File: config.mk
export PLATFORM = sky130hd
export DESIGN_NAME = uhc_cmd_ctrl
export DESIGN_NICKNAME = d
export VERILOG_FILES = /design/src/uhc_cmd_ctrl.v
export VERILOG_INCLUDE_DIRS = /design/src /design/src/src
export SDC_FILE = /design/constraint.sdc
export NUM_CORES = 1
export LEC_CHECK = 0
export BUFFER_PORTS_ARGS = -buffer_cell sky130_fd_sc_hd__clkbuf_2
export CAP_MARGIN = 30
export CELL_PAD_IN_SITES_DETAIL_PLACEMENT = 1
export CELL_PAD_IN_SITES_GLOBAL_PLACEMENT = 1
export CORE_ASPECT_RATIO = 1.1
export CORE_MARGIN = 2
export CORE_UTILIZATION = 35
export DETAILED_ROUTE_END_ITERATION = 10
export GPL_ROUTABILITY_DRIVEN = 0
export PLACE_DENSITY_LB_ADDON = 0.25
export SETUP_SLACK_MARGIN = 0.4
export SKIP_CTS_REPAIR_TIMING = 1
export SYNTH_ARGS = -nofsm -noshare
export SYNTH_HDL_FRONTEND = slang
export SYNTH_SLANG_ARGS = --single-unit
File: constraint.sdc
create_clock -name aclk -period 2.1 [get_ports aclk]
set_input_delay 0.42 -clock aclk [delete_from_list [all_inputs] [get_ports aclk]]
set_output_delay 0.42 -clock aclk [all_outputs]
set_load 0.02 [all_outputs]
File: src/uhc_consts.vh
// Offsets, field positions and timing counts for the command-control block.
// Included by the block's design file and by its testbench; definitions only.
`ifndef UHC_CONSTS_VH
`define UHC_CONSTS_VH

// Register byte offsets
`define UHC_CMD_OFF        8'h00
`define UHC_STS_OFF        8'h04
`define UHC_ASYNC_PTR_OFF  8'h08
`define UHC_PER_PTR_OFF    8'h0c
`define UHC_ENG_OFF        8'h10

// Command register fields
`define UHC_CMD_RUN        0
`define UHC_CMD_SRST       1
`define UHC_CMD_FLS_LO     2
`define UHC_CMD_FLS_HI     3
`define UHC_CMD_PSE        4
`define UHC_CMD_ASE        5
`define UHC_CMD_DOORBELL   6

// Status register fields
`define UHC_STS_ADV        5
`define UHC_STS_STOPPED    12
`define UHC_STS_PSS        14
`define UHC_STS_ASS        15

// Reset values
`define UHC_CMD_RESET      32'h0000_0000
`define UHC_STS_RESET      32'h0000_1000
`define UHC_FLS_VALUE      2'h0

// Timing counts in core clock cycles
`define UHC_SRST_CYCLES    8'h10
`define UHC_SCHED_LAG      4'h4
`define UHC_EVICT_CYCLES   4'h3

// Bus responses
`define UHC_RESP_OKAY      2'h0
`define UHC_RESP_SLVERR    2'h2

`endif

File: src/uhc_cmd_ctrl.v
// Command-register control for a high-speed USB host controller: run/stop,
// soft reset, schedule enables, doorbell, and stop on failed memory reads.
// Assumes an AXI4-Lite master on aclk and a schedule engine on the same clock.
//
// Functional notes
// - Async enable bit5 reset 0 skips async schedule; 1 fetches via async pointer.
// - Periodic enable bit4 reset 0 skips periodic schedule; 1 fetches via periodic pointer.
// - Frame list size bits 3:2 read-only zero; only 1024 entries supported.
// - Soft reset bit1 resets pipelines, timers, state; aborts transfer; no bus reset.
// - Soft reset restores operational registers, ports; ownership to companion controllers.
// - Hardware clears soft reset bit when done; writing 0 cannot cut it short.
// - Soft reset leaves configuration and capability registers unchanged.
// - Run/stop bit0 resets to 0; while 1 schedules keep executing.
// - Clearing run finishes current transaction, then stops and sets stopped flag.
// - Stopped flag clears at once when run is set.
// - Run/stopped pairs: 00 halting, 01 halted, 10 running.
// - Failed memory read clears run/stop, stopping schedule execution.
// - Stopped flag reset 1; set after stop from software or error.
// - Schedule status bits report real enable state, lagging the enables.
// - After eviction following doorbell, set advance flag then clear doorbell.
`timescale 1ns/1ps
`include "uhc_consts.vh"

module uhc_cmd_ctrl #(
  parameter CAP_WORD = 32'h0000_0001   // Capability word; value is arbitrary
) (
  input  wire        aclk,            // Core clock
  input  wire        aresetn,         // Synchronous reset, active low
  input  wire [7:0]  s_axi_awaddr,    // Write address
  input  wire        s_axi_awvalid,   // Write address valid
  output wire        s_axi_awready,   // Write address ready
  input  wire [31:0] s_axi_wdata,     // Write data
  input  wire [3:0]  s_axi_wstrb,     // Write byte strobes
  input  wire        s_axi_wvalid,    // Write data valid
  output wire        s_axi_wready,    // Write data ready
  output reg  [1:0]  s_axi_bresp,     // Write response
  output reg         s_axi_bvalid,    // Write response valid
  input  wire        s_axi_bready,    // Write response ready
  input  wire [7:0]  s_axi_araddr,    // Read address
  input  wire        s_axi_arvalid,   // Read address valid
  output wire        s_axi_arready,   // Read address ready
  output reg  [31:0] s_axi_rdata,     // Read data
  output reg  [1:0]  s_axi_rresp,     // Read response
  output reg         s_axi_rvalid,    // Read data valid
  input  wire        s_axi_rready,    // Read data ready
  input  wire        xact_busy,       // Engine has a transaction on the bus
  input  wire        mem_rd_done,     // Memory read completed, pulse
  input  wire        mem_rd_ok,       // Completion status was successful
  output reg         sched_run,       // Engine may execute schedules
  output reg         async_active,    // Async schedule fetch enabled
  output reg         periodic_active, // Periodic schedule fetch enabled
  output reg  [31:0] async_fetch_ptr, // Pointer used for async fetches
  output reg  [31:0] periodic_fetch_ptr, // Pointer used for periodic fetches
  output reg         xact_abort,      // Abort transaction in progress
  output reg         port_reset,      // Return port logic to initial state
  output reg         port_to_companion, // Hand port ownership to companions
  output reg         cache_evict      // Evict cached async state
);

  // ==========================================================================
  // Controller state
  localparam ST_STOPPED = 4'b0001;
  localparam ST_RUNNING = 4'b0010;
  localparam ST_HALTING = 4'b0100;
  localparam ST_RESET   = 4'b1000;

  reg [3:0]  state_reg;
  reg [3:0]  state_next;
  reg        run_reg;
  reg        srst_reg;
  reg        ase_reg;
  reg        pse_reg;
  reg        bell_reg;
  reg        stopped_reg;
  reg        adv_reg;
  reg        ass_reg;
  reg        pss_reg;
  reg [31:0] async_ptr_reg;
  reg [31:0] per_ptr_reg;
  reg [7:0]  srst_cnt_reg;
  reg [3:0]  lag_cnt_reg;
  reg [3:0]  evict_cnt_reg;
  reg        evict_reg;

  // ==========================================================================
  // Bus write channel: address and data may be accepted in separate cycles
  reg        aw_held_reg;
  reg [7:0]  aw_addr_reg;
  reg        w_held_reg;
  reg [31:0] w_data_reg;
  reg [3:0]  w_strb_reg;

  assign s_axi_awready = ~aw_held_reg & ~s_axi_bvalid;
  assign s_axi_wready  = ~w_held_reg & ~s_axi_bvalid;

  wire        aw_now   = aw_held_reg | s_axi_awvalid;
  wire        w_now    = w_held_reg | s_axi_wvalid;
  wire        wr_fire  = aw_now & w_now & ~s_axi_bvalid;
  wire [7:0]  wr_addr  = aw_held_reg ? aw_addr_reg : s_axi_awaddr;
  wire [31:0] wr_data  = w_held_reg ? w_data_reg : s_axi_wdata;
  wire [3:0]  wr_strb  = w_held_reg ? w_strb_reg : s_axi_wstrb;
  wire        wr_cmd   = wr_fire & (wr_addr == `UHC_CMD_OFF) & wr_strb[0];
  wire        wr_sts   = wr_fire & (wr_addr == `UHC_STS_OFF) & wr_strb[0];
  wire        wr_mapped = (wr_addr == `UHC_CMD_OFF) | (wr_addr == `UHC_STS_OFF) |
                          (wr_addr == `UHC_ASYNC_PTR_OFF) | (wr_addr == `UHC_PER_PTR_OFF);

  // Byte-lane merge for the pointer registers
  function [31:0] merge;
    input [31:0] old_v;
    input [31:0] new_v;
    input [3:0]  strb;
    integer i;
    begin
      merge = old_v;
      for (i = 0; i < 4; i = i + 1) begin
        if (strb[i])
          merge[i*8 +: 8] = new_v[i*8 +: 8];
      end
    end
  endfunction

  // Software may set run only while stopped; the run write clears stopped at once
  wire run_set  = wr_cmd & wr_data[`UHC_CMD_RUN] & ~run_reg;
  wire run_clr  = wr_cmd & ~wr_data[`UHC_CMD_RUN];
  wire rd_fail  = mem_rd_done & ~mem_rd_ok;
  wire srst_set = wr_cmd & wr_data[`UHC_CMD_SRST] & ~srst_reg;

  always @(posedge aclk) begin
    if (!aresetn) begin
      aw_held_reg  <= 1'b0;
      aw_addr_reg  <= 8'h00;
      w_held_reg   <= 1'b0;
      w_data_reg   <= 32'h0000_0000;
      w_strb_reg   <= 4'h0;
      s_axi_bvalid <= 1'b0;
      s_axi_bresp  <= `UHC_RESP_OKAY;
    end else begin
      if (wr_fire) begin
        aw_held_reg  <= 1'b0;
        w_held_reg   <= 1'b0;
        s_axi_bvalid <= 1'b1;
        s_axi_bresp  <= wr_mapped ? `UHC_RESP_OKAY : `UHC_RESP_SLVERR;
      end else begin
        if (s_axi_awvalid & s_axi_awready) begin
          aw_held_reg <= 1'b1;
          aw_addr_reg <= s_axi_awaddr;
        end
        if (s_axi_wvalid & s_axi_wready) begin
          w_held_reg <= 1'b1;
          w_data_reg <= s_axi_wdata;
          w_strb_reg <= s_axi_wstrb;
        end
        if (s_axi_bvalid & s_axi_bready)
          s_axi_bvalid <= 1'b0;
      end
    end
  end

  // ==========================================================================
  // Run/stop sequencing
  always @* begin
    state_next = state_reg;
    case (state_reg)
      ST_STOPPED: begin
        if (srst_set)
          state_next = ST_RESET;
        else if (run_set)
          state_next = ST_RUNNING;
      end
      ST_RUNNING: begin
        if (run_clr | rd_fail)
          state_next = ST_HALTING;
      end
      ST_HALTING: begin
        // The engine sees run drop one cycle late and could start one more transfer
        if (!xact_busy && !sched_run)
          state_next = ST_STOPPED;
      end
      ST_RESET: begin
        if (srst_cnt_reg == 8'h01)
          state_next = ST_STOPPED;
      end
      default: state_next = ST_STOPPED;
    endcase
  end

  // ==========================================================================
  // Operational registers; soft reset restores them but not the capability word
  always @(posedge aclk) begin
    if (!aresetn) begin
      state_reg     <= ST_STOPPED;
      run_reg       <= 1'b0;
      srst_reg      <= 1'b0;
      ase_reg       <= 1'b0;
      pse_reg       <= 1'b0;
      bell_reg      <= 1'b0;
      stopped_reg   <= 1'b1;
      adv_reg       <= 1'b0;
      ass_reg       <= 1'b0;
      pss_reg       <= 1'b0;
      async_ptr_reg <= 32'h0000_0000;
      per_ptr_reg   <= 32'h0000_0000;
      srst_cnt_reg  <= 8'h00;
      lag_cnt_reg   <= 4'h0;
      evict_cnt_reg <= 4'h0;
      evict_reg     <= 1'b0;
    end else if (state_reg == ST_RESET) begin
      // Writes during reset are dropped; the bit cannot be cut short
      state_reg     <= state_next;
      srst_cnt_reg  <= srst_cnt_reg - 8'h01;
      srst_reg      <= (state_next == ST_RESET);
      run_reg       <= 1'b0;
      ase_reg       <= 1'b0;
      pse_reg       <= 1'b0;
      bell_reg      <= 1'b0;
      stopped_reg   <= 1'b1;
      adv_reg       <= 1'b0;
      ass_reg       <= 1'b0;
      pss_reg       <= 1'b0;
      async_ptr_reg <= 32'h0000_0000;
      per_ptr_reg   <= 32'h0000_0000;
      lag_cnt_reg   <= 4'h0;
      evict_cnt_reg <= 4'h0;
      evict_reg     <= 1'b0;
    end else begin
      state_reg <= state_next;
      if (srst_set && state_reg == ST_STOPPED) begin
        srst_reg     <= 1'b1;
        srst_cnt_reg <= `UHC_SRST_CYCLES;
      end
      // Run bit: error clear outranks a simultaneous software set
      if (rd_fail && run_reg)
        run_reg <= 1'b0;
      else if (wr_cmd && state_reg != ST_HALTING)
        run_reg <= wr_data[`UHC_CMD_RUN] & ~(srst_set & (state_reg == ST_STOPPED));
      if (state_next == ST_RUNNING && state_reg == ST_STOPPED)
        stopped_reg <= 1'b0;
      else if (state_next == ST_STOPPED && state_reg == ST_HALTING)
        stopped_reg <= 1'b1;
      if (wr_cmd) begin
        ase_reg <= wr_data[`UHC_CMD_ASE];
        pse_reg <= wr_data[`UHC_CMD_PSE];
      end
      if (wr_fire && wr_addr == `UHC_ASYNC_PTR_OFF)
        async_ptr_reg <= merge(async_ptr_reg, wr_data, wr_strb);
      if (wr_fire && wr_addr == `UHC_PER_PTR_OFF)
        per_ptr_reg <= merge(per_ptr_reg, wr_data, wr_strb);
      // Status follows enables only after a settling lag
      if ((ass_reg != ase_reg) || (pss_reg != pse_reg)) begin
        if (lag_cnt_reg == `UHC_SCHED_LAG) begin
          ass_reg     <= ase_reg;
          pss_reg     <= pse_reg;
          lag_cnt_reg <= 4'h0;
        end else begin
          lag_cnt_reg <= lag_cnt_reg + 4'h1;
        end
      end else begin
        lag_cnt_reg <= 4'h0;
      end
      // Doorbell: evict, then set advance flag, then drop the bell
      if (wr_cmd && wr_data[`UHC_CMD_DOORBELL] && !bell_reg) begin
        bell_reg      <= 1'b1;
        evict_reg     <= 1'b1;
        evict_cnt_reg <= `UHC_EVICT_CYCLES;
      end else if (evict_reg) begin
        if (evict_cnt_reg == 4'h1)
          evict_reg <= 1'b0;
        evict_cnt_reg <= evict_cnt_reg - 4'h1;
      end else if (bell_reg && adv_reg) begin
        bell_reg <= 1'b0;
      end
      // Set wins over a same-cycle write-one-to-clear
      if (evict_reg && evict_cnt_reg == 4'h1)
        adv_reg <= 1'b1;
      else if (wr_sts && wr_data[`UHC_STS_ADV])
        adv_reg <= 1'b0;
    end
  end

  // ==========================================================================
  // Engine-facing outputs
  always @(posedge aclk) begin
    if (!aresetn) begin
      sched_run          <= 1'b0;
      async_active       <= 1'b0;
      periodic_active    <= 1'b0;
      async_fetch_ptr    <= 32'h0000_0000;
      periodic_fetch_ptr <= 32'h0000_0000;
      xact_abort         <= 1'b0;
      port_reset         <= 1'b0;
      port_to_companion  <= 1'b0;
      cache_evict        <= 1'b0;
    end else begin
      sched_run          <= (state_reg == ST_RUNNING);
      async_active       <= (state_reg == ST_RUNNING) & ass_reg;
      periodic_active    <= (state_reg == ST_RUNNING) & pss_reg;
      async_fetch_ptr    <= async_ptr_reg;
      periodic_fetch_ptr <= per_ptr_reg;
      // No downstream bus reset is driven; only internal logic is reset
      xact_abort         <= (state_reg == ST_RESET);
      port_reset         <= (state_reg == ST_RESET);
      port_to_companion  <= (state_reg == ST_RESET);
      cache_evict        <= evict_reg;
    end
  end

  // ==========================================================================
  // Bus read channel
  wire [31:0] cmd_view = {25'h0, bell_reg, ase_reg, pse_reg, `UHC_FLS_VALUE, srst_reg, run_reg};
  wire [31:0] sts_view = {16'h0, ass_reg, pss_reg, 1'b0, stopped_reg, 6'h0, adv_reg, 5'h0};

  assign s_axi_arready = ~s_axi_rvalid;

  always @(posedge aclk) begin
    if (!aresetn) begin
      s_axi_rvalid <= 1'b0;
      s_axi_rdata  <= 32'h0000_0000;
      s_axi_rresp  <= `UHC_RESP_OKAY;
    end else if (s_axi_arvalid & s_axi_arready) begin
      s_axi_rvalid <= 1'b1;
      s_axi_rresp  <= `UHC_RESP_OKAY;
      case (s_axi_araddr)
        `UHC_CMD_OFF:       s_axi_rdata <= cmd_view;
        `UHC_STS_OFF:       s_axi_rdata <= sts_view;
        `UHC_ASYNC_PTR_OFF: s_axi_rdata <= async_ptr_reg;
        `UHC_PER_PTR_OFF:   s_axi_rdata <= per_ptr_reg;
        `UHC_ENG_OFF:       s_axi_rdata <= CAP_WORD;
        default: begin
          s_axi_rdata <= 32'h0000_0000;
          s_axi_rresp <= `UHC_RESP_SLVERR;
        end
      endcase
    end else if (s_axi_rvalid & s_axi_rready) begin
      s_axi_rvalid <= 1'b0;
    end
  end

endmodule // uhc_cmd_ctrl

== After elaboration in Yosys (flattened, before gate mapping) ==
Index checks and enable logic that the tools add are counted.

* Register bits after elaboration: 247
* Input bits: 62
* Output and inout bits: 112
* Word-level logic and storage cells: 181

* $add $sub $neg: 3
* Equal/unequal tests: 21
* Mux-type cells: 32
* Bitwise logic cells: 41
* Reduce and logical (&&, ||, !) cells: 44

{| class="wikitable"
|+ Operator list
! kind !! count
|-
| $pmux W32 S5 || 1
|-
| $eq A8 B4 Y1 const B || 4
|-
| $mux W32 || 1
|-
| $mux W4 || 6
|-
| $mux W8 || 3
|-
| $reduce_and A2 Y1 || 12
|-
| $and A1 B1 Y1 || 23
|-
| $eq A8 B3 Y1 const B || 2
|-
| $logic_not A8 Y1 || 2
|-
| $mux W1 || 16
|-
| $pmux W4 S4 || 1
|-
| $reduce_bool A2 Y1 || 7
|-
| $logic_and A1 B1 Y1 || 13
|-
| $eq A4 B1 Y1 const B || 3
|-
| $not A1 Y1 || 12
|-
| $eq A4 B2 Y1 const B || 2
|-
| $eq A4 B3 Y1 const B || 2
|-
| $eq A4 B4 Y1 const B || 2
|-
| $eq A8 B1 Y1 const B || 1
|-
| $eq A8 B5 Y1 const B || 1
|-
| $mux W2 || 4
|-
| $sub A8 B1 Y8 const B || 1
|-
| $or A1 B1 Y1 || 6
|-
| $reduce_or A3 Y1 || 2
|-
| 10 further kinds || 14
|}

== Depth between registers and ports, before layout ==
Gate-level depths: netlist of the first run.

* Depth in word-level cells: 14
* Mapped depth: 7
* Gate-level depth less buffers: 7

== Worst setup path after synthesis of the first run ==
Ideal clock, no wire load.

* Path type: register -> register
* Start point: register aw_held_reg
* End point: register srst_cnt_reg[0]
* Arrival: 1.913 ns
* Required time: 1.979 ns
* Setup slack: 0.066 ns
* Cell stages (with the launch flop): 7
* Buffers on the path: 1
* Period minus slack after synthesis: 2.034 ns
* Cells stage by stage: dfxtp_1 buf_2 mux2_4 or4_4 a211oi_4 a21oi_2 mux2_2

* Word-level cells in the longest chain between the ends: 9
* Elaborated cells on any way between the ends: 11
* Classes of those cells: mux: 1; bitwise: 7; reduce/logical: 3

{| class="wikitable"
|+ Ends and longest elaborated chain
! item !! RTL line !! RTL
|-
| from (decl) || uhc_cmd_ctrl.v:87 || <nowiki>reg aw_held_reg;</nowiki>
|-
| from (signal assigned) || uhc_cmd_ctrl.v:130 || <nowiki>aw_held_reg <= 1'b0;</nowiki>
|-
| from (signal assigned) || uhc_cmd_ctrl.v:139 || <nowiki>aw_held_reg <= 1'b0;</nowiki>
|-
| from (signal assigned) || uhc_cmd_ctrl.v:145 || <nowiki>aw_held_reg <= 1'b1;</nowiki>
|-
| $or A1 B1 Y1 || uhc_cmd_ctrl.v:96 || <nowiki>wire aw_now = aw_held_reg | s_axi_awvalid;</nowiki>
|-
| $and A1 B1 Y1 (2 in a row) || uhc_cmd_ctrl.v:98 || <nowiki>wire wr_fire = aw_now & w_now & ~s_axi_bvalid;</nowiki>
|-
| $and A1 B1 Y1 * (2 in a row) || uhc_cmd_ctrl.v:102 || <nowiki>wire wr_cmd = wr_fire & (wr_addr == `UHC_CMD_OFF) & wr_strb[0];</nowiki>
|-
| $and A1 B1 Y1 * (2 in a row) || uhc_cmd_ctrl.v:126 || <nowiki>wire srst_set = wr_cmd & wr_data[`UHC_CMD_SRST] & ~srst_reg;</nowiki>
|-
| $logic_and A1 B1 Y1 * || uhc_cmd_ctrl.v:227 || <nowiki>if (srst_set && state_reg == ST_STOPPED) begin</nowiki>
|-
| $reduce_bool A2 Y1 (no source line) * || n/a ||
|-
| to (signal assigned) || uhc_cmd_ctrl.v:210 || <nowiki>srst_cnt_reg <= srst_cnt_reg - 8'h01;</nowiki>
|-
| to (signal assigned) || uhc_cmd_ctrl.v:229 || <nowiki>srst_cnt_reg <= `UHC_SRST_CYCLES;</nowiki>
|-
| to (decl) || uhc_cmd_ctrl.v:80 || <nowiki>reg [7:0] srst_cnt_reg;</nowiki>
|}

Mark *: on every way between the ends. The rest lies on a longest branch, timed or not.
A chain may end at the register's enable or synchronous reset.

== Worst setup path in the final report of the first run ==
* Start point: register aw_held_reg
* End point: register evict_cnt_reg[2]

* Word-level cells in the longest chain between the ends: 8
* Elaborated cells on any way between the ends: 10
* Classes of those cells: mux: 1; bitwise: 5; reduce/logical: 4

{| class="wikitable"
|+ Ends and longest elaborated chain
! item !! RTL line !! RTL
|-
| $or A1 B1 Y1 || uhc_cmd_ctrl.v:96 ||
|-
| $and A1 B1 Y1 (2 in a row) || uhc_cmd_ctrl.v:98 ||
|-
| $and A1 B1 Y1 * (2 in a row) || uhc_cmd_ctrl.v:102 ||
|-
| $logic_and A1 B1 Y1 * (2 in a row) || uhc_cmd_ctrl.v:261 || <nowiki>if (wr_cmd && wr_data[`UHC_CMD_DOORBELL] && !bell_reg) begin</nowiki>
|-
| $reduce_or A3 Y1 (no source line) * || n/a ||
|-
| to (signal assigned) || uhc_cmd_ctrl.v:264 || <nowiki>evict_cnt_reg <= `UHC_EVICT_CYCLES;</nowiki>
|-
| to (signal assigned) || uhc_cmd_ctrl.v:268 || <nowiki>evict_cnt_reg <= evict_cnt_reg - 4'h1;</nowiki>
|-
| to (decl) || uhc_cmd_ctrl.v:82 || <nowiki>reg [3:0] evict_cnt_reg;</nowiki>
|}

Marked as above.

==> impl_metrics.ini, run 1 <==
[die]
die-area_mm2 = 0.02913
io_pins = 174
die_x_um = 162.9
die_h_um = 178.8
initial_core_util_pct = 35.29
core_mm2 = 0.02755
row_count = 64

[final_layout]
final_cell_mix = dfxtp_1 (239), nand2_1 (191), clkbuf_2 (169), mux2i_1 (107), and2_1 (93)
syn_to_final_growth_pct = 32.78
drive_gt1_share_pct = 31.02
n_fill_cell = 3162
final_common_cell = dfxtp_1
fin_area_mm2 = 0.01291
final_nets = 1290

[global_route]
met3_usage_pct = 3.100
grt_pass1_wl_mm = 41.16
use_met2_pct = 31.83
grt_max_degree = 84
grt_pass1_vias = 7686
met1_usage_pct = 21.89
grt.overflow.total = 0
busiest_layer = met2
track_usage_pct = 17.70
antenna_found_initial = 2

[yosys]
synth_area_mm2 = 0.009722
synth_top_family_by_area = simple AND/OR/NAND/NOR gates
synthTopCellsByArea = dfxtp_1 (50%), mux2i_1 (11%), nand2_1 (8.1%)
synth_ff_type = dfxtp_1
async_reset_ff_share_pct = 0
synth-seq-area-share_pct = 50.45
synth_cells = 1018
synth_warnings = 0
syn_area_per_cell_um2 = 9.550
synth_compound_area_share_pct = 8.443
ys_seq_elements = 245
synthSimpleGateAreaFrac_pct = 20.36
synthAdderAreaFrac_pct = 0.7722
synthMuxAreaShare_pct = 15.56
synth-edff-count = 0
synth.distinct_cells = 50
synth-xor-area-share_pct = 1.081
netlist.area_leader.share_pct = 50.45
synth_top_area_cell = dfxtp_1

[sta]
rsz0062_at_grt = true
worst_slew_pin_slew_ps = 580.4
fmax_mhz = 518.1
setup-violations-final = 0
slew_headroom_pct = 61.31
finalHoldViolations = 0
finalCritPeriodShare_pct = 91.92
finClkSkew_ps = 10.06
slew_violations = 0
whs_ps = 141.9
period_needed_ps = 1930
fin_tns_setup_ps = 0

[worst_setup_path]
cp_max_fo = 6
critPathCaptureType = register
arrival_ps = 2350
crit_chain = mux2_4 > or4_4 > a211oi_4 > buf_6 > nand3b_1 > and3_1
crit_type = register to register
required_ps = 2520
critical-path-max-stage-delay_ps = 430
slowest_stage = or4_4
worstSetupStartpointType = register

[power]
power_leakage_uw = 0.005396
combinationalPowerShare_pct = 8.7
clock_power_share_pct = 46.8
internal_power_uw = 8257
vdd_ir_drop_max_mv = 0.5128
power_density_mw_per_mm2 = 827.3
seqPwrFrac_pct = 44.5
p_sw_share_pct = 22.69
p_switching_uw = 2423

[drt]
ant_nets = 0
vias = 7793
drtIter0Drc = 228
viasPerCell = 4.852
drt_wl_total_mm = 29.10
dr.pass1.iters = 4
route.detailed.drc = 0
avgRoutedWirePerCell_um = 18.12

[clock_network]
cts.path.max_buffers = 3
root_buffer = clkbuf_16
clk_latency_ps = 520
cts.clk_slew.worst_paths_ps = 60
numClockSinks = 245
cts_tree = built
htree_levels = 1
cts_buffers = 26

[run]
max_cap_viol_count = 0

[placed_design]
port-buffer-count = 171
dp_hpwl_mm = 18.58
placed_cell_area_mm2 = 0.01122

[status]
status = finished clean

[worst_hold_path]
hp-class = input pin to register
-- critical path, delay by kind of cell (launching register included) --
family | cells | cell delay, ps
buf+inv | 1 | 160
mux | 1 | 310
simple gates | 3 | 810
flops | 1 | 370
compound gates | 1 | 180
-- routing by layer --
metal  part of all wire [%]  wire [µm]  vias up
met2                     51      14780      141
met4                    1.8        510        2
met3                    3.6       1036       36
met5                  0.041         12        -
met1                     44      12760     3809
li1                       -          -     3805
-- Yosys cell counts (all sizes together) (3+ instances only) --
cell type,instances
a21boi,39
a21oi,14
a22o,8
a22oi,7
and2,100
and3,3
buf,18
clkbuf,48
dfxtp,245
ha,6
inv,11
mux2,36
mux2i,108
nand2,211
nand2b,4
nand3,11
nand3b,7
nor2,29
nor2b,19
nor3,10
nor4,6
o21ai,40
xnor2,5
xor2,7
-- logic make-up after synthesis --
group	Yosys count
AND/OR/NAND/NOR	409
buffers and inverters	77
XOR/XNOR	12
other	1
adder cells (fa/ha/maj)	6
AO/OA/AOI/OAI	123
flip-flops	245
multiplexers	145
-- path summary, 6_finish.rpt --
| path | slack (ps) | startpoint | to | cells after the start |
|---|---|---|---|---|
| worst max-delay path | 170 | aw_held_reg | evict_cnt_reg[2] | 6 |
| worst max register to register | 170 | aw_held_reg | evict_cnt_reg[2] | 6 |
| worst min register to register | 460 | w_data_reg[3] | w_data_reg[3] | 2 |
| worst min-delay path | 140 | s_axi_wdata[20] | w_data_reg[20] | 3 |
-- metrics by stage --
stage               setup slack, ps  cells  total power, µW  util, %
global route                  100.2   1604            11070    46.84
CTS                           48.85   1573            10620    44.17
finish                        169.8   1606            10680    46.86
detailed placement           -8.487   1526             5587    40.75
global placement              21.70   1526             5574    40.75
floorplan                     219.5   1019             5297        -
-- final cells by class --
type | count | area (µm²) | area share, %
diodes | 2 | 5.005 | 0.03877
clock buffers | 36 | 759.5 | 5.884
clock inverters | 11 | 182.7 | 1.415
inverters | 11 | 41.29 | 0.3199
multi-input cells | 701 | 4790 | 37.10
flip-flops and latches | 245 | 4920 | 38.11
well taps | 363 | 454.2 | 3.518
repair buffers | 237 | 1757 | 13.61
-- power groups by stage --
stage / logic [µW] / registers (µW) / clock network [µW]
floorplan: 449 / 4850 / 0
global placement: 727 / 4850 / 0
detailed placement: 737 / 4850 / 0
CTS: 744 / 4750 / 5120
global route: 1000 / 4760 / 5310
finish: 932 / 4750 / 5000
No activity file was read; power rests on OpenSTA's default activity.
==> inputs of run 2 (changes only) <==
--- a/config.mk
+++ b/config.mk
@@ -6,13 +6,14 @@
 export SDC_FILE = /design/constraint.sdc
 export NUM_CORES = 1
 export LEC_CHECK = 0
+export ABC_AREA = 1
 export BUFFER_PORTS_ARGS = -buffer_cell sky130_fd_sc_hd__clkbuf_2
 export CAP_MARGIN = 30
-export CELL_PAD_IN_SITES_DETAIL_PLACEMENT = 1
+export CELL_PAD_IN_SITES_DETAIL_PLACEMENT = 0
 export CELL_PAD_IN_SITES_GLOBAL_PLACEMENT = 1
 export CORE_ASPECT_RATIO = 1.1
 export CORE_MARGIN = 2
-export CORE_UTILIZATION = 35
+export CORE_UTILIZATION = 36
 export DETAILED_ROUTE_END_ITERATION = 10
 export GPL_ROUTABILITY_DRIVEN = 0
 export PLACE_DENSITY_LB_ADDON = 0.25
==> run 2 against run 1 <==
  * Largest power group unchanged
  * Via count increased by 13%
  * Clock skew increased by 1.3 ps
  * Fmax grew 8.3%
==> impl_metrics.ini, run 2 <==
[worst_setup_path]
required_ps = 1680
arrival_ps = 1360
critPathCaptureType = output pin
cp_max_fo = 31
crit_type = register to output pin
worstSetupStartpointType = register

[clock_network]
cts.clk_slew.worst_paths_ps = 60
cts_buffers = 26
cts.path.max_buffers = 3
cts_tree = built
numClockSinks = 245
htree_levels = 1
root_buffer = clkbuf_16
clk_latency_ps = 530

[sta]
finalCritPeriodShare_pct = 84.84
setup-violations-final = 0
slew_headroom_pct = 58.92
rsz0062_at_grt = true
fin_ws_ps = 318.5
finalHoldViolations = 0
period_needed_ps = 1782
worst_slew_pin_slew_ps = 609.7
finClkSkew_ps = 11.33
fmax_mhz = 561.3
fin_tns_setup_ps = 0
slew_violations = 0

[die]
die_x_um = 161.1
core_mm2 = 0.02680
row_count = 63
die-area_mm2 = 0.02848
die_h_um = 176.8
initial_core_util_pct = 36.46
io_pins = 174

[drt]
route.detailed.drc = 0
top_layer = met4
wl_met1_mm = 13.97
routed-wl-met3_mm = 1.686
vias = 8809
ant_nets = 0
drt_wl_total_mm = 27.33
met2_length_mm = 11.25
avgRoutedWirePerCell_um = 14.40
viasPerCell = 4.641
dr.pass1.iters = 7
drtIter0Drc = 541

[yosys]
synth.distinct_cells = 37
synth-seq-area-share_pct = 50.20
synth_warnings = 0
synthTopCellsByArea = dfxtp_1 (50%), nand2_1 (10%), o21ai_0 (8.1%)
syn_area_per_cell_um2 = 7.281
synth-edff-count = 0
synth_compound_area_share_pct = 13.93
netlist.area_leader.share_pct = 50.20
synth_area_mm2 = 0.009771
synthSimpleGateAreaFrac_pct = 24.05
async_reset_ff_share_pct = 0
synthAdderAreaFrac_pct = 0.7683
ys_seq_elements = 245
synth_common_cells = nand2_1 (265), dfxtp_1 (245), inv_1 (194)
synth_ff_type = dfxtp_1
synth-xor-area-share_pct = 0.5378
yosysMostFrequentCell = nand2_1
synth_top_area_cell = dfxtp_1
synth_top_family_by_area = simple AND/OR/NAND/NOR gates
synthMuxAreaShare_pct = 0
synth_cells = 1342

[placed_design]
port-buffer-count = 171
dp_hpwl_mm = 19.78
dp_slack_ps = 154.3

[power]
p_sw_share_pct = 23.74
power_leakage_uw = 0.005897
total_power_uw = 10730
clock_power_share_pct = 47.4
combinationalPowerShare_pct = 7.9
seqPwrFrac_pct = 44.7
p_switching_uw = 2547
power_density_mw_per_mm2 = 870.7
internal_power_uw = 8180
vdd_ir_drop_max_mv = 0.4110

[global_route]
grt_max_degree = 92
track_usage_pct = 18.59
grt_pass1_vias = 7957
antenna_found_initial = 0
grt.overflow.total = 0
grt_pass1_wl_mm = 42.99

[run]
max_cap_viol_count = 0

[final_layout]
final_cell_mix = nand2_1 (258), dfxtp_1 (242), inv_1 (194), clkbuf_2 (168), nor2_1 (155)
syn_to_final_growth_pct = 26.09
final_nets = 1589
drive_gt1_share_pct = 20.57
final_common_cell = nand2_1
antenna_cells = 0

[status]
status = finished clean

[worst_hold_path]
hp-class = input pin to register
==> run 2: cell types whose count changed in the layout (fill, tap and decap cells not counted), moves of 19 or more <==
cell and delta:
nor2b_1 -19, mux2i_1 -107, o21ai_0 +129, nand3_1 +57
nor2_1 +131, inv_1 +184, nand2_1 +67, mux2_2 -33
a21boi_0 -37, a21oi_1 +84, and2_1 -92
==> run 2: layout make-up <==
type                       count  area, µm²
sequential                   245       4911
clock inverter                17      250.2
fill                        2835      14480
timing repair buffer         211       1276
inverter                     202      760.7
tap                          357      446.7
multi-input combinational    835       3964
clock buffer                  31      710.7
==> run 2: final timing paths <==
| check | cells past startpoint | from | slack [ps] | endpoint |
|---|---|---|---|---|
| worst min register to register | 2 | w_strb_reg[1] | 440 | w_strb_reg[1] |
| worst max-delay path | 3 | w_held_reg | 320 | s_axi_wready |
| worst max register to register | 11 | aw_held_reg | 380 | per_ptr_reg[3] |
| worst min-delay path | 2 | s_axi_bready | 80 | s_axi_bvalid |
==> run 2: power by group through the flow <==
stage               Sequential (µW)  Combinational (µW)  Clock [µW]
floorplan                      4890                 492           0
global placement               4890                 779           0
detailed placement             4890                 782           0
CTS                            4790                 784        5230
global route                   4800                 947        5400
finish                         4800                 842        5090
==> run 2: cell families after synthesis <==
logic type / count (synthesis)
xor gates and xnor gates: 6
adders and majority gates: 6
buffers and inverters: 263
and+or+nand+nor: 552
other: 1
DFF: 245
AOI/OAI and AO/OA: 269
==> run 2: critical path, cell delays in order, from the launching register on <==
cell and delay, ps:
dfxtp_2 360, buf_12 170, nor2_2 150, buf_4 160
==> run 2: per-layer routing <==
layer / GRT usage, % / vias to the layer above
met5: 0 / -
met2: 26.48 / 255
met4: 4.464 / 0
li1: - / 4573
met1: 29.01 / 3946
met3: 2.882 / 35
==> run 2: metrics by stage <==
stage / utilization (%) / cell area, µm² / hold slack, ps / std cells
after floorplan: - / 9774 / 417.0 / 1343
after detailed placement: 41.38 / 11090 / 435.1 / 1838
after global routing: 45.97 / 12320 / 83.48 / 1898
after CTS: 44.97 / 12050 / 71.16 / 1886
after global placement: 41.38 / 11090 / 433.2 / 1838
final: 45.97 / 12320 / 80.83 / 1898
==> inputs of run 3 (changes only) <==
--- a/config.mk
+++ b/config.mk
@@ -13,7 +13,7 @@
 export CELL_PAD_IN_SITES_GLOBAL_PLACEMENT = 1
 export CORE_ASPECT_RATIO = 1.1
 export CORE_MARGIN = 2
-export CORE_UTILIZATION = 36
+export CORE_UTILIZATION = 40
 export DETAILED_ROUTE_END_ITERATION = 10
 export GPL_ROUTABILITY_DRIVEN = 0
 export PLACE_DENSITY_LB_ADDON = 0.25
==> constraint.sdc (replaced) <==
create_clock -name aclk -period 1.78 [get_ports aclk]
set_input_delay 0.356 -clock aclk [delete_from_list [all_inputs] [get_ports aclk]]
set_output_delay 0.356 -clock aclk [all_outputs]
set_load 0.02 [all_outputs]
==> run 3 against run 2 <==
  * Largest power group unchanged
  * Critical path type is now register to register
  * Combinational power is 35% higher
  * Core utilization is 7.5 points higher
  * Clock power is 12% higher
==> impl_metrics.ini, run 3 (same netlist as run 2, synthesis figures left out) <==
[sta]
whs_ps = 20.11
setup-violations-final = 0
slew_violations = 0
worst_slew_pin_slew_ps = 673.0
fin_ws_ps = 128.3
slew_headroom_pct = 54.66
finalCritPeriodShare_pct = 92.79
finalHoldViolations = 0
rsz0062_at_grt = true
finClkSkew_ps = 10.59
period_needed_ps = 1652
fmax_mhz = 605.5

[die]
core_mm2 = 0.02425
row_count = 60
initial_core_util_pct = 40.29
die-area_mm2 = 0.02569
die_h_um = 167.9
io_pins = 174
die_x_um = 153.0

[clock_network]
cts.clk_slew.worst_paths_ps = 60
cts_tree = built
cts_buffers = 26
clk_latency_ps = 530
root_buffer = clkbuf_16
numClockSinks = 245
cts.path.max_buffers = 3
htree_levels = 1

[global_route]
antenna_found_initial = 0
grt_max_degree = 125
grt_pass1_wl_mm = 43.37
track_usage_pct = 20.57
grt_pass1_vias = 8062
grt.overflow.total = 0

[final_layout]
final_nets = 1608
n_fill_cell = 2371
final_common_cell = nand2_1
multiInputGateArea_mm2 = 0.004158
syn_to_final_growth_pct = 32.78
regArea_mm2 = 0.004975
antenna_cells = 0
final_cell_mix = nand2_1 (257), dfxtp_1 (201), inv_1 (188), nor2_1 (138), clkbuf_2 (126)
drive_gt1_share_pct = 26.94

[worst_setup_path]
arrival_ps = 2110
critPathCaptureType = register
cp_max_fo = 8
crit_type = register to register
required_ps = 2240
worstSetupStartpointType = register

[power]
power_leakage_uw = 0.006093
power_density_mw_per_mm2 = 963.6
vdd_ir_drop_max_mv = 0.5678

[drt]
dr.pass1.iters = 7
ant_nets = 0
drt_wl_total_mm = 27.94
avgRoutedWirePerCell_um = 14.95
vias = 8951
route.detailed.drc = 0
viasPerCell = 4.789
drtIter0Drc = 523

[placed_design]
dp_slack_ps = -65.69
dp_hpwl_mm = 19.14
port-buffer-count = 171

[worst_hold_path]
hp-class = input pin to register

[run]
max_cap_viol_count = 0

[status]
status = finished clean
==> run 3: where the power goes <==
| group | total, µW | internal (µW) | switching [µW] |
|---|---|---|---|
| clock | 5700 | 3480 | 2220 |
| combinational | 1140 | 408 | 730 |
| sequential | 5660 | 5600 | 60.7 |
| total | 12500 | 9490 | 3010 |
==> run 3: critical path: stages, from the launching register on <==
cell     delay (ps)
dfxtp_4         410
nor2_4           60
nor2_4          130
nand2_4          80
nor2_4          160
nand3_4         180
nor2_4          270
buf_6           140
o21ai_2          40
nor2_1          110
==> run 3: path summary, 6_finish.rpt <==
| check | startpoint | endpoint | slack [ps] | cells past startpoint |
|---|---|---|---|---|
| max | aw_held_reg | per_ptr_reg[13] | 130 | 9 |
| min | s_axi_bready | s_axi_bvalid | 20 | 2 |
| max reg2reg | aw_held_reg | per_ptr_reg[13] | 130 | 9 |
| min reg2reg | async_ptr_reg[20] | async_fetch_ptr[20] | 440 | 2 |
==> run 3: area by class of cell <==
class	instances	area share, %
clock inverter	10	1.003
sequential	245	38.35
inverter	202	5.941
tap	310	2.990
timing repair buffer	230	13.64
multi-input combinational	835	32.05
clock buffer	37	6.037
==> run 3: per-stage QoR <==
| step | utilization (%) | instances | area, µm² | power (µW) | TNS (ps) |
|---|---|---|---|---|---|
| floorplan | - | 1343 | 9794 | 6358 | 0 |
| global placement | 45.95 | 1797 | 11140 | 6738 | -470.5 |
| detailed placement | 45.95 | 1797 | 11140 | 6745 | -1007 |
| CTS | 49.72 | 1844 | 12060 | 12450 | -1623 |
| global route | 53.50 | 1869 | 12970 | 12970 | 0 |
| finish | 53.50 | 1869 | 12970 | 12500 | 0 |
==> run 3: layer usage <==
layer,share of wire [%],wire (µm),up-vias,global-route usage (%)
met5,0,0,-,0
met4,2.0,559,0,5.193
met3,5.4,1508,34,3.346
met2,43,11990,235,30.36
met1,50,13880,4075,31.24
li1,-,-,4607,-
